<file path="src/pkg/jbs_pkg.sv">
package jbs_pkg;

  // ------------------------------------------------------------
  // register sizes
  // ------------------------------------------------------------
  localparam int IR_W  = 8;
  localparam int ID_W  = 32;
  localparam int BSR_W = 113;

  // ------------------------------------------------------------
  // instruction encodings
  // ------------------------------------------------------------
  localparam logic [7:0] INS_EXTEST  = 8'h00;
  localparam logic [7:0] INS_IDCODE  = 8'h21;
  localparam logic [7:0] INS_SAMPLE  = 8'h05;
  localparam logic [7:0] INS_CLAMP   = 8'h07;
  localparam logic [7:0] INS_HIGHZ   = 8'h03;
  localparam logic [7:0] INS_BYPASS  = 8'hff;
  localparam logic [1:0] IR_CAPTURE  = 2'h1;

  // ------------------------------------------------------------
  // identification fields (values arbitrary, not a real maker)
  // ------------------------------------------------------------
  localparam logic [3:0]  ID_REVISION = 4'h1;
  localparam logic [15:0] ID_PART     = 16'h1234;
  localparam logic [10:0] ID_VENDOR   = 11'h055;
  localparam logic [31:0] ID_VALUE    = {ID_REVISION, ID_PART, ID_VENDOR, 1'b1};

  // ------------------------------------------------------------
  // controller states
  // ------------------------------------------------------------
  typedef enum logic [3:0] {
    ST_RESET, ST_IDLE, ST_SEL_DR, ST_CAP_DR, ST_SHIFT_DR, ST_EXIT1_DR,
    ST_PAUSE_DR, ST_EXIT2_DR, ST_UPD_DR, ST_SEL_IR, ST_CAP_IR, ST_SHIFT_IR,
    ST_EXIT1_IR, ST_PAUSE_IR, ST_EXIT2_IR, ST_UPD_IR
  } jbs_state_type;

endpackage

</file>
<file path="src/pkg/jbs_ctl_if.sv">
`timescale 1ns/1ps
interface jbs_ctl_if;
  logic                    tck_rise;
  logic                    tck_fall;
  logic                    tms;
  jbs_pkg::jbs_state_type  state;

  modport fsm  (input tck_rise, input tms, output state);
  modport user (input tck_rise, input tck_fall, input state);
endinterface

</file>
<file path="src/hdl/jbs_edge.sv">
`timescale 1ns/1ps
// two-stage sync of tck/tms/tdi, then edge detection of tck
module jbs_edge (
  // clock and reset
  input  wire logic clk,
  input  wire logic rst_b,
  // raw pins
  input  wire logic tck,
  input  wire logic tms,
  input  wire logic tdi,
  // synced outputs
  output logic      tck_rise,
  output logic      tck_fall,
  output logic      tms_s,
  output logic      tdi_s
);
  logic [2:0] tck_reg;
  logic [1:0] tms_reg;
  logic [1:0] tdi_reg;

  // first stage read only by second stage
  always_ff @(posedge clk or negedge rst_b) begin
    if (!rst_b) begin
      tck_reg <= 3'h0;
      tms_reg <= 2'h3;
      tdi_reg <= 2'h3;
    end else begin
      tck_reg <= {tck_reg[1:0], tck};
      tms_reg <= {tms_reg[0], tms};
      tdi_reg <= {tdi_reg[0], tdi};
    end
  end

  assign tck_rise = tck_reg[1] & ~tck_reg[2];
  assign tck_fall = ~tck_reg[1] & tck_reg[2];
  assign tms_s    = tms_reg[1];
  assign tdi_s    = tdi_reg[1];
endmodule

</file>
<file path="src/hdl/jbs_fsm.sv">
`timescale 1ns/1ps
// tap controller state graph
module jbs_fsm (
  // clock and reset
  input  wire logic clk,
  input  wire logic rst_b,
  // control carrier
  jbs_ctl_if.fsm    ctl
);
  jbs_pkg::jbs_state_type state_reg;
  jbs_pkg::jbs_state_type state_next;

  // standard sixteen-state graph, advanced on tck rise only
  always_comb begin
    state_next = state_reg;
    unique case (state_reg)
      jbs_pkg::ST_RESET:    state_next = ctl.tms ? jbs_pkg::ST_RESET : jbs_pkg::ST_IDLE;
      jbs_pkg::ST_IDLE:     state_next = ctl.tms ? jbs_pkg::ST_SEL_DR : jbs_pkg::ST_IDLE;
      jbs_pkg::ST_SEL_DR:   state_next = ctl.tms ? jbs_pkg::ST_SEL_IR : jbs_pkg::ST_CAP_DR;
      jbs_pkg::ST_CAP_DR:   state_next = ctl.tms ? jbs_pkg::ST_EXIT1_DR : jbs_pkg::ST_SHIFT_DR;
      jbs_pkg::ST_SHIFT_DR: state_next = ctl.tms ? jbs_pkg::ST_EXIT1_DR : jbs_pkg::ST_SHIFT_DR;
      jbs_pkg::ST_EXIT1_DR: state_next = ctl.tms ? jbs_pkg::ST_UPD_DR : jbs_pkg::ST_PAUSE_DR;
      jbs_pkg::ST_PAUSE_DR: state_next = ctl.tms ? jbs_pkg::ST_EXIT2_DR : jbs_pkg::ST_PAUSE_DR;
      jbs_pkg::ST_EXIT2_DR: state_next = ctl.tms ? jbs_pkg::ST_UPD_DR : jbs_pkg::ST_SHIFT_DR;
      jbs_pkg::ST_UPD_DR:   state_next = ctl.tms ? jbs_pkg::ST_SEL_DR : jbs_pkg::ST_IDLE;
      jbs_pkg::ST_SEL_IR:   state_next = ctl.tms ? jbs_pkg::ST_RESET : jbs_pkg::ST_CAP_IR;
      jbs_pkg::ST_CAP_IR:   state_next = ctl.tms ? jbs_pkg::ST_EXIT1_IR : jbs_pkg::ST_SHIFT_IR;
      jbs_pkg::ST_SHIFT_IR: state_next = ctl.tms ? jbs_pkg::ST_EXIT1_IR : jbs_pkg::ST_SHIFT_IR;
      jbs_pkg::ST_EXIT1_IR: state_next = ctl.tms ? jbs_pkg::ST_UPD_IR : jbs_pkg::ST_PAUSE_IR;
      jbs_pkg::ST_PAUSE_IR: state_next = ctl.tms ? jbs_pkg::ST_EXIT2_IR : jbs_pkg::ST_PAUSE_IR;
      jbs_pkg::ST_EXIT2_IR: state_next = ctl.tms ? jbs_pkg::ST_UPD_IR : jbs_pkg::ST_SHIFT_IR;
      jbs_pkg::ST_UPD_IR:   state_next = ctl.tms ? jbs_pkg::ST_SEL_DR : jbs_pkg::ST_IDLE;
    endcase
  end

  // power-up lands in test-logic-reset
  always_ff @(posedge clk or negedge rst_b) begin
    if (!rst_b) begin
      state_reg <= jbs_pkg::ST_RESET;
    end else if (ctl.tck_rise) begin
      state_reg <= state_next;
    end
  end

  assign ctl.state = state_reg;
endmodule

</file>
<file path="src/hdl/jbs_tap.sv">
`timescale 1ns/1ps
// Summary of operation
// - tdo driven only in shift-ir/shift-dr
// - sample on tck rise, tdo on fall
// - shift in at msb, out at lsb
// - five tms highs reach test-logic-reset
// - idle holds on tms low, branches onward
// - select-dr-scan leaves data registers untouched
// - capture-dr parallel-loads selected register
// - shift-dr moves one bit per tck
// - exit1/pause/exit2 paths as standard
// - extest outputs change only in update-dr
// - instruction shifts in, applies at update-ir
// - tap reset never disturbs memory operation
// - power-up reset floats tdo
// - ir loads idcode at power-up and reset
// - capture-ir loads binary 01 into lsbs
// - one-bit bypass, captured as zero
// - 113-bit boundary register, captures i/o ring
// - idcode loads hardwired 32-bit code
// - extest drives vector from update-ir on
// - high-z floats all i/o ring outputs; tdo still drives in shift
// - clamp drives held boundary values
// - sample captures ball levels for shifting
// - extest, idcode, sample encodings
// - clamp, high-z, bypass select bypass
// - id layout revision, part, vendor, one
module jbs_tap (
  // clock and reset
  input  wire logic                      clk,
  input  wire logic                      rst_b,
  // test pins
  input  wire logic                      tck,
  input  wire logic                      tms,
  input  wire logic                      tdi,
  output logic                           tdo_o,
  output logic                           tdo_oe,
  // i/o ring
  input  wire logic [jbs_pkg::BSR_W-1:0] ring_in,
  output logic      [jbs_pkg::BSR_W-1:0] ring_out,
  output logic                           ring_test_en,
  output logic                           ring_highz
);
  // ------------------------------------------------------------
  // synchronisers and controller
  // ------------------------------------------------------------
  logic tck_rise;
  logic tck_fall;
  logic tms_s;
  logic tdi_s;

  jbs_ctl_if ctl ();

  jbs_edge u_edge (
    .clk      (clk),
    .rst_b    (rst_b),
    .tck      (tck),
    .tms      (tms),
    .tdi      (tdi),
    .tck_rise (tck_rise),
    .tck_fall (tck_fall),
    .tms_s    (tms_s),
    .tdi_s    (tdi_s)
  );

  assign ctl.tck_rise = tck_rise;
  assign ctl.tck_fall = tck_fall;
  assign ctl.tms      = tms_s;

  jbs_fsm u_fsm (
    .clk   (clk),
    .rst_b (rst_b),
    .ctl   (ctl)
  );

  // ------------------------------------------------------------
  // registers
  // ------------------------------------------------------------
  logic [jbs_pkg::IR_W-1:0]  ir_shift_reg;
  logic [jbs_pkg::IR_W-1:0]  ir_reg;
  logic                      byp_reg;
  logic [jbs_pkg::ID_W-1:0]  id_reg;
  logic [jbs_pkg::BSR_W-1:0] bsr_reg;
  logic [jbs_pkg::BSR_W-1:0] upd_reg;
  logic                      tdo_reg;
  logic                      oe_reg;
  logic                      test_en_reg;
  logic                      highz_reg;

  // instruction decode for path select; pin control compares ir_reg directly
  function automatic logic uses_bsr(input logic [7:0] ins);
    uses_bsr = (ins == jbs_pkg::INS_EXTEST) || (ins == jbs_pkg::INS_SAMPLE);
  endfunction

  function automatic logic uses_id(input logic [7:0] ins);
    uses_id = (ins == jbs_pkg::INS_IDCODE);
  endfunction

  logic  rise_st;
  jbs_pkg::jbs_state_type st;
  assign st      = ctl.state;
  assign rise_st = tck_rise;

  // ------------------------------------------------------------
  // state and path decode
  // ------------------------------------------------------------
  logic cap_dr;
  logic shift_dr;
  logic upd_dr;
  logic cap_ir;
  logic shift_ir;
  logic upd_ir;
  logic in_tlr;
  logic in_shift;
  logic sel_bsr;
  logic sel_id;

  // one-clk strobes: a state qualified by the tck rise that leaves it
  assign cap_dr   = rise_st && (st == jbs_pkg::ST_CAP_DR);
  assign shift_dr = rise_st && (st == jbs_pkg::ST_SHIFT_DR);
  assign upd_dr   = rise_st && (st == jbs_pkg::ST_UPD_DR);
  assign cap_ir   = rise_st && (st == jbs_pkg::ST_CAP_IR);
  assign shift_ir = rise_st && (st == jbs_pkg::ST_SHIFT_IR);
  assign upd_ir   = rise_st && (st == jbs_pkg::ST_UPD_IR);
  assign in_tlr   = rise_st && (st == jbs_pkg::ST_RESET);

  // levels: tdo drive window and the path of the active instruction
  assign in_shift = (st == jbs_pkg::ST_SHIFT_IR) || (st == jbs_pkg::ST_SHIFT_DR);
  assign sel_bsr  = uses_bsr(ir_reg);
  assign sel_id   = uses_id(ir_reg);

  // ------------------------------------------------------------
  // instruction register
  // ------------------------------------------------------------
  // shift stage; reserved codes later fall to bypass
  always_ff @(posedge clk or negedge rst_b) begin
    if (!rst_b) begin
      ir_shift_reg <= jbs_pkg::INS_IDCODE;
    end else if (cap_ir) begin
      ir_shift_reg <= {ir_shift_reg[jbs_pkg::IR_W-1:2], jbs_pkg::IR_CAPTURE};
    end else if (shift_ir) begin
      ir_shift_reg <= {tdi_s, ir_shift_reg[jbs_pkg::IR_W-1:1]};
    end
  end

  // active instruction: idcode at power-up and on test-logic-reset
  always_ff @(posedge clk or negedge rst_b) begin
    if (!rst_b) begin
      ir_reg <= jbs_pkg::INS_IDCODE;
    end else if (in_tlr) begin
      ir_reg <= jbs_pkg::INS_IDCODE;
    end else if (upd_ir) begin
      ir_reg <= ir_shift_reg;
    end
  end

  // ------------------------------------------------------------
  // bypass and identification registers
  // ------------------------------------------------------------
  // bypass bit captured as zero, so a broken chain shows up as a stuck bit
  always_ff @(posedge clk or negedge rst_b) begin
    if (!rst_b) begin
      byp_reg <= 1'b0;
    end else if (cap_dr && !sel_bsr && !sel_id) begin
      byp_reg <= 1'b0;
    end else if (shift_dr && !sel_bsr && !sel_id) begin
      byp_reg <= tdi_s;
    end
  end

  // identification: hardwired code reloaded on every capture under idcode
  always_ff @(posedge clk or negedge rst_b) begin
    if (!rst_b) begin
      id_reg <= jbs_pkg::ID_VALUE;
    end else if (cap_dr && sel_id) begin
      id_reg <= jbs_pkg::ID_VALUE;
    end else if (shift_dr && sel_id) begin
      id_reg <= {tdi_s, id_reg[jbs_pkg::ID_W-1:1]};
    end
  end

  // ------------------------------------------------------------
  // boundary cells
  // ------------------------------------------------------------
  logic [jbs_pkg::BSR_W:0] bsr_chain;

  // tdi enters at the msb end, each cell feeds its lower neighbour
  assign bsr_chain = {tdi_s, bsr_reg};

  for (genvar i = 0; i < jbs_pkg::BSR_W; i++) begin : g_cell
    // capture and shift stage; holds elsewhere, select-dr included
    always_ff @(posedge clk or negedge rst_b) begin
      if (!rst_b) begin
        bsr_reg[i] <= 1'b0;
      end else if (cap_dr && sel_bsr) begin
        bsr_reg[i] <= ring_in[i];
      end else if (shift_dr && sel_bsr) begin
        bsr_reg[i] <= bsr_chain[i+1];
      end
    end

    // update stage: ball-side value moves only in update-dr
    always_ff @(posedge clk or negedge rst_b) begin
      if (!rst_b) begin
        upd_reg[i] <= 1'b0;
      end else if (upd_dr && sel_bsr) begin
        upd_reg[i] <= bsr_reg[i];
      end
    end
  end

  // ------------------------------------------------------------
  // ball control
  // ------------------------------------------------------------
  // balls take the update latch under extest and clamp; memory keeps running
  always_ff @(posedge clk or negedge rst_b) begin
    if (!rst_b) begin
      test_en_reg <= 1'b0;
    end else begin
      test_en_reg <= (ir_reg == jbs_pkg::INS_EXTEST)
                     || (ir_reg == jbs_pkg::INS_CLAMP);
    end
  end

  // high-z floats every ball while bypass carries the serial path
  always_ff @(posedge clk or negedge rst_b) begin
    if (!rst_b) begin
      highz_reg <= 1'b0;
    end else begin
      highz_reg <= (ir_reg == jbs_pkg::INS_HIGHZ);
    end
  end

  // ------------------------------------------------------------
  // serial output
  // ------------------------------------------------------------
  // drive enable follows the state seen at each tck fall
  always_ff @(posedge clk or negedge rst_b) begin
    if (!rst_b) begin
      oe_reg <= 1'b0;
    end else if (tck_fall) begin
      oe_reg <= in_shift;
    end
  end

  // tdo launched on tck fall, from the lsb of the selected path
  always_ff @(posedge clk or negedge rst_b) begin
    if (!rst_b) begin
      tdo_reg <= 1'b0;
    end else if (tck_fall) begin
      if (st == jbs_pkg::ST_SHIFT_IR) begin
        tdo_reg <= ir_shift_reg[0];
      end else if (sel_bsr) begin
        tdo_reg <= bsr_reg[0];
      end else if (sel_id) begin
        tdo_reg <= id_reg[0];
      end else begin
        tdo_reg <= byp_reg;
      end
    end
  end

  assign tdo_o        = tdo_reg;
  assign tdo_oe       = oe_reg;
  assign ring_out     = upd_reg;
  assign ring_test_en = test_en_reg;
  assign ring_highz   = highz_reg;
endmodule

</file>
<file path="config.mk">
export PLATFORM = sky130hd
export DESIGN_NAME = jbs_tap
export DESIGN_NICKNAME = d
export VERILOG_FILES = /design/src/pkg/jbs_pkg.sv /design/src/pkg/jbs_ctl_if.sv /design/src/hdl/jbs_edge.sv /design/src/hdl/jbs_fsm.sv /design/src/hdl/jbs_tap.sv
export SDC_FILE = /design/constraint.sdc
export NUM_CORES = 1
export LEC_CHECK = 0
export ABC_AREA = 1
export BUFFER_PORTS_ARGS = -buffer_cell sky130_fd_sc_hd__buf_4
export CAP_MARGIN = 0
export CORE_ASPECT_RATIO = 1.4
export CORE_MARGIN = 3
export CORE_UTILIZATION = 35
export DETAILED_ROUTE_END_ITERATION = 8
export PLACE_DENSITY = 0.54
export SLEW_MARGIN = 15
export SYNTH_ARGS = -nofsm -noshare
export SYNTH_HDL_FRONTEND = slang
export SYNTH_SLANG_ARGS = --single-unit
</file>
<file path="constraint.sdc">
create_clock -name clk -period 2.6 [get_ports clk]
set_clock_uncertainty 0.05 [all_clocks]
set_input_delay 0.26 -clock clk [delete_from_list [all_inputs] [get_ports clk]]
set_output_delay 0.26 -clock clk [all_outputs]
set_load 0.03 [all_outputs]
</file>
After elaboration in Yosys (flattened, before gate mapping)
Cells that the tools add are included.
Widths: inputs -> output; s select.
{"block": "op_classes", "eq_ne": 19, "mux": 250, "bitwise_logic": 5, "n_reduce_logical": 32}
{"cell": "$mux 1", "n": 234}
{"cell": "$mux 32", "n": 2}
{"cell": "$pmux 4 s12", "n": 1}
{"cell": "$eq 4x4->1 const B", "n": 8}
{"cell": "$eq 4x3->1 const B", "n": 4}
{"cell": "$eq 8x3->1 const B", "n": 2}
{"cell": "$logic_and 1x1->1", "n": 16}
{"cell": "$mux 4", "n": 4}
{"cell": "$mux 8", "n": 2}
{"cell": "$mux 2", "n": 5}
{"cell": "$reduce_bool 2->1", "n": 5}
{"cell": "$eq 4x2->1 const B", "n": 2}
{"cell": "$eq 8x2->1 const B", "n": 1}
{"cell": "$eq 8x6->1 const B", "n": 1}
{"cell": "$logic_not 8->1", "n": 1}
{"cell": "$mux 3", "n": 2}
{"cell": "$eq 4x1->1 const B", "n": 1}
{"cell": "$logic_not 4->1", "n": 1}
{"cell": "$reduce_or 2->1", "n": 2}
{"cell": "$logic_or 1x1->1", "n": 3}
{"cell": "$not 1->1", "n": 3}
{"cell": "$reduce_or 3->1", "n": 1}
{"cell": "$and 1x1->1", "n": 2}
{"cell": "$logic_not 1->1", "n": 2}
{"cell": "$reduce_and 2->1", "n": 1}
{"block": "word_totals", "reg_bits": 290, "in_bits": 118, "out_inout_bits": 117, "elab_cells": 545}

Longest topological paths before layout
{"block": "logic_depth", "ltp_word": 7, "ltp_mapped": 12, "ltp_nobuf": 10}

Cells and area by module
From an unflattened synthesis, not the netlist that was laid out.
{"block": "hier_totals", "hier_cells": 1464, "hier_area_um2": 13466.7}
{"module": "jbs_tap", "n_inst": 1, "cells_each": 1384, "area_each_um2": 12848.6, "seq_area_each_um2": 7000.5}
{"module": "jbs_fsm", "n_inst": 1, "cells_each": 69, "area_each_um2": 422.9, "seq_area_each_um2": 100.1}
{"module": "jbs_edge", "n_inst": 1, "cells_each": 11, "area_each_um2": 195.2, "seq_area_each_um2": 180.2}

Worst setup path after synthesis
OpenSTA, ideal clock, no wires.
{"block": "synth_timing", "path_kind": "register to register", "start": "register ir_reg[0] (netlist name)", "end": "register upd_reg (netlist bit ring_out[60])", "setup_time_ns": 0.134, "arrival_ns": 1.542, "path_slack_ns": 0.874, "path_stages_with_launch": 12, "path_buffers": 2, "synth_period_minus_slack_ns": 1.726, "cell_sequence": "dfstp_2 -> inv_1 -> nor2_1 -> nand2_1 -> nand2_1 -> nand2_1 -> inv_2 -> nand2_1 -> buf_2 -> buf_2 -> nand2_1 -> o21ai_0"}
{"block": "synth_between", "elab_chain_len": 3, "elab_cells_between_ends": 4, "classes_between": "eq/ne: 1; reduce/logical: 3"}
{"element": "from (decl)", "line": "jbs_tap.sv:80", "source": "logic [jbs_pkg::IR_W-1:0] ir_reg;"}
{"element": "from (signal assigned)", "line": "jbs_tap.sv:149", "source": "ir_reg <= jbs_pkg::INS_IDCODE;"}
{"element": "from (signal assigned)", "line": "jbs_tap.sv:151", "source": "ir_reg <= jbs_pkg::INS_IDCODE;"}
{"element": "from (signal assigned)", "line": "jbs_tap.sv:153", "source": "ir_reg <= ir_shift_reg;"}
{"element": "$eq 8x3->1 or $logic_not 8->1 (tied branches)", "line": "jbs_tap.sv:92", "source": "uses_bsr = (ins == jbs_pkg::INS_EXTEST) || (ins == jbs_pkg::INS_SAMPLE);"}
{"element": "$logic_or 1x1->1 *", "line": "jbs_tap.sv:92"}
{"element": "$logic_and 1x1->1 *", "line": "jbs_tap.sv:206", "source": "end else if (upd_dr && sel_bsr) begin"}
{"element": "to (signal, indexed assignment)", "line": "jbs_tap.sv:207", "source": "upd_reg[i] <= bsr_reg[i];"}
{"element": "to (decl)", "line": "jbs_tap.sv:84", "source": "logic [jbs_pkg::BSR_W-1:0] upd_reg;"}
Mark *: on every way between the ends. The rest lies on a longest branch, timed or not.
A chain may end at the register's enable or synchronous reset.

Final worst setup path
{"block": "layout_timing", "start": "register u_fsm.state_reg[3] (netlist: u_fsm.ctl.state[3])", "end": "register bsr_reg (netlist bit bsr_chain[68])"}
{"block": "layout_between", "elab_chain_len": 4, "elab_cells_between_ends": 8, "classes_between": "eq/ne: 2; mux: 1; reduce/logical: 5"}
{"element": "from (decl)", "line": "jbs_fsm.sv:10", "source": "jbs_pkg::jbs_state_type state_reg;"}
{"element": "from (signal assigned)", "line": "jbs_fsm.sv:39", "source": "state_reg <= jbs_pkg::ST_RESET;"}
{"element": "from (signal assigned)", "line": "jbs_fsm.sv:41", "source": "state_reg <= state_next;"}
{"element": "$eq 4x2->1 or $eq 4x3->1 (tied branches)", "line": "jbs_tap.sv:119, jbs_tap.sv:120"}
{"element": "$logic_and 1x1->1, on equally long branches", "line": "jbs_tap.sv:119, jbs_tap.sv:120"}
{"element": "$logic_and 1x1->1, on equally long branches", "line": "jbs_tap.sv:195, jbs_tap.sv:197"}
{"element": "$mux 1 or $reduce_bool 2->1 (tied branches)"}
{"element": "to (signal, indexed assignment)", "line": "jbs_tap.sv:196", "source": "bsr_reg[i] <= ring_in[i];"}
{"element": "to (signal, indexed assignment)", "line": "jbs_tap.sv:198", "source": "bsr_reg[i] <= bsr_chain[i+1];"}
{"element": "to (decl)", "line": "jbs_tap.sv:83", "source": "logic [jbs_pkg::BSR_W-1:0] bsr_reg;"}
Several ways; a longest one is shown, not always the timed one.

==> impl_metrics.py <==
metrics = {
    "final_layout": {
        "layout_common_cells": "nand2_1 (674), dfrtp_1 (271), nor2_1 (265)",
        "layout.nets": 2101,
        "final-instance-count-excl-fill": 2470,
        "area_delta_synth_final_pct": 35.41,
        "mostFrequentLayoutCell": "nand2_1",
        "nFillCells": 3561,
        "drive_gt1_share_pct": 17.19,
        "fin_util_pct": 48.07,
    },
    "cts": {
        "postCtsHoldBufs": 113,
        "cts_buffer_depth": 3,
        "post-cts-setup-buffers": 0,
        "clockRootBuffer": "clkbuf_16",
        "cts_made_buffers": 30,
        "cts.repair.resized": 0,
        "cts.sinks": 290,
        "cts_tree": "done",
        "clk_pin_slew_ns": 0.06,
        "clock_latency_ns": 0.58,
        "cts.htree.levels": 1,
    },
    "critical_path": {
        "critPathLaunchType": "flop",
        "criticalPathCategory": "flop to flop",
        "critPathMaxFanout": 66,
        "crit_required_ns": 3.07,
        "worstSetupEndpointType": "flop",
        "worstPathArrival_ns": 2.63,
    },
    "sta": {
        "setup_violations": 0,
        "grt_setup_unrepaired": "false",
        "slew_viol_final": 0,
        "worst_pin_slew_ns": 0.6198,
        "fin_crit_ns": 2.165,
        "hold_viol": 0,
        "fmax_mhz": 461.9,
        "finalCritPeriodShare_pct": 83.27,
        "setup_slack_ns": 0.4350,
        "slew_headroom_pct": 58.68,
        "tns_ns": 0,
    },
    "logic_synthesis": {
        "ys_types": 23,
        "synth_nets": 1776,
        "synth-warning-count": 0,
        "yosys.area.top_type": "dfrtp_1",
        "ys_ff_latch": 290,
        "ys_seq_area_share_pct": 57.11,
        "synth.top_cell.area_share_pct": 53.19,
        "syn_area_per_cell_um2": 7.689,
        "synthArstFlopShare_pct": 100.0,
        "synth-main-ff-cell": "dfrtp_1",
        "synth_area_leaders": "dfrtp_1 (53%), nand2_1 (20%), nor2_1 (7.8%)",
        "syn_area_mm2": 0.01275,
        "syn_inst": 1658,
        "synth-edff-count": 0,
    },
    "job": {
        "cap_violations": 0,
    },
    "die": {
        "die-area_mm2": 0.03878,
        "die_h_um": 231.8,
        "die_w_um": 167.3,
        "rows": 82,
        "ioPinCount": 235,
        "initial_utilization_pct": 35.50,
        "core-area_mm2": 0.03591,
    },
    "hold_path": {
        "hold_path.class": "input pin to flop",
    },
    "routing": {
        "vias": 11200,
        "first_pass_iters": 5,
        "antenna_left": 0,
        "drc": 0,
        "routedWlPerCell_um": 14.75,
        "avgViaCountPerCell": 4.536,
        "drtIter0Drc": 643,
        "routed_wl_mm": 36.43,
    },
    "grt": {
        "grt_pass1_wl_mm": 59.15,
        "grt_overflow": 0,
        "track_usage_pct": 18.49,
        "antenna_found_initial": 1,
        "grt_pass1_vias": 11190,
        "grt_max_degree": 127,
    },
    "placed_design": {
        "pre_cts_slack_ns": 0.4165,
        "finalWeightedCongestion": 0.8814,
        "hpwl_mm": 24.13,
        "port-buffer-count": 234,
        "dpl.cell_count": 2300,
    },
    "power": {
        "p_leak_nw": 9.508,
        "total_power_mw": 10.19,
        "peakVddDrop_mv": 0.4215,
        "power_density_mw_per_mm2": 590.5,
    },
    "outcome": {
        "status": "complete, no violations",
    },
}
## where the power goes
part	total, mW	switching (mW)	internal, mW
clock	4.30	1.82	2.48
combinational	1.09	0.636	0.454
sequential	4.80	0.121	4.68
total	10.2	2.58	7.61
## worst max-delay path, cell delays in order (launching register included)
cell and delay [ns]:
dfrtp_1 0.45, nor2_1 0.29, nand2_1 0.14, a21oi_2 0.32, nand2_8 0.25, buf_12 0.29
nor2_1 0.15, nand2_1 0.08, nand2_1 0.07
## layout make-up
type / instances / area [um2] / area share (%)
clock buffers: 47 / 904.6 / 5.240
clock inverters: 9 / 81.33 / 0.4711
diodes: 1 / 2.502 / 0.01450
multi-input cells: 1138 / 4588 / 26.58
repair buffers: 376 / 3276 / 18.98
well taps: 462 / 578.1 / 3.349
flip-flops and latches: 290 / 7281 / 42.18
inverters: 147 / 551.8 / 3.196
## through the flow
step                      area, um2  hold WS, ns
after floorplan               12750     -0.08559
after global placement        15140       0.2200
after detailed placement      15140       0.2325
after CTS                     17260      0.01013
after global routing          17260      0.03568
final                         17260      0.03279
## routing by layer
metal	part of all wire (%)	routed length, um	global-route usage, %	up-vias
met4	3.1	1130	6.140	0
met3	5.9	2166	3.696	56
met1	43	15690	24.33	5190
li1	-	-	-	5681
met2	48	17450	30.69	276
met5	0	0	0	-
## kinds of logic (layout without fill, tap and decap cells)
kind of cell           after synthesis  count (layout)  synth area share (%)
and+or+nand+nor                    962             962                 28.66
AOI/OAI and AO/OA                  176             176                 7.047
DFF                                290             290                 57.11
other                                0               1                     0
buffers and inverters              230             579                 7.184
## synthesized netlist by cell type, types with 3 or more instances
library cell  instances
o22ai_1               8
a31oi_1               3
o21ai_1             117
inv_2                 7
buf_2                42
a21oi_1               4
dfstp_2              19
buf_1                 6
clkbuf_1             35
inv_1               140
dfrtp_1             271
nand2_1             676
nand3_1              11
o21ai_0              43
nor2_1              265
## worst paths after layout
kind                                                start                     endpoint  slack, ns  depth (start not counted)
setup / recovery           u_fsm.ctl.state[3]$_DFFE_PN0P_    bsr_chain[68]$_DFFE_PN0P_       0.43                          8
hold / removal                                ring_in[92]    bsr_chain[92]$_DFFE_PN0P_       0.03                          5
setup reg to reg           u_fsm.ctl.state[3]$_DFFE_PN0P_    bsr_chain[68]$_DFFE_PN0P_       0.43                          8
hold reg to reg               u_edge.tck_reg[0]$_DFF_PN0_  u_edge.tck_reg[1]$_DFF_PN0_       0.30                          0
max in group asynchronous                           rst_b  u_edge.tdi_reg[0]$_DFF_PN1_       1.48                          3
min in group asynchronous                           rst_b     ring_out[36]$_DFFE_PN0P_       0.19                          2
No activity file was read; power rests on OpenSTA's default activity.
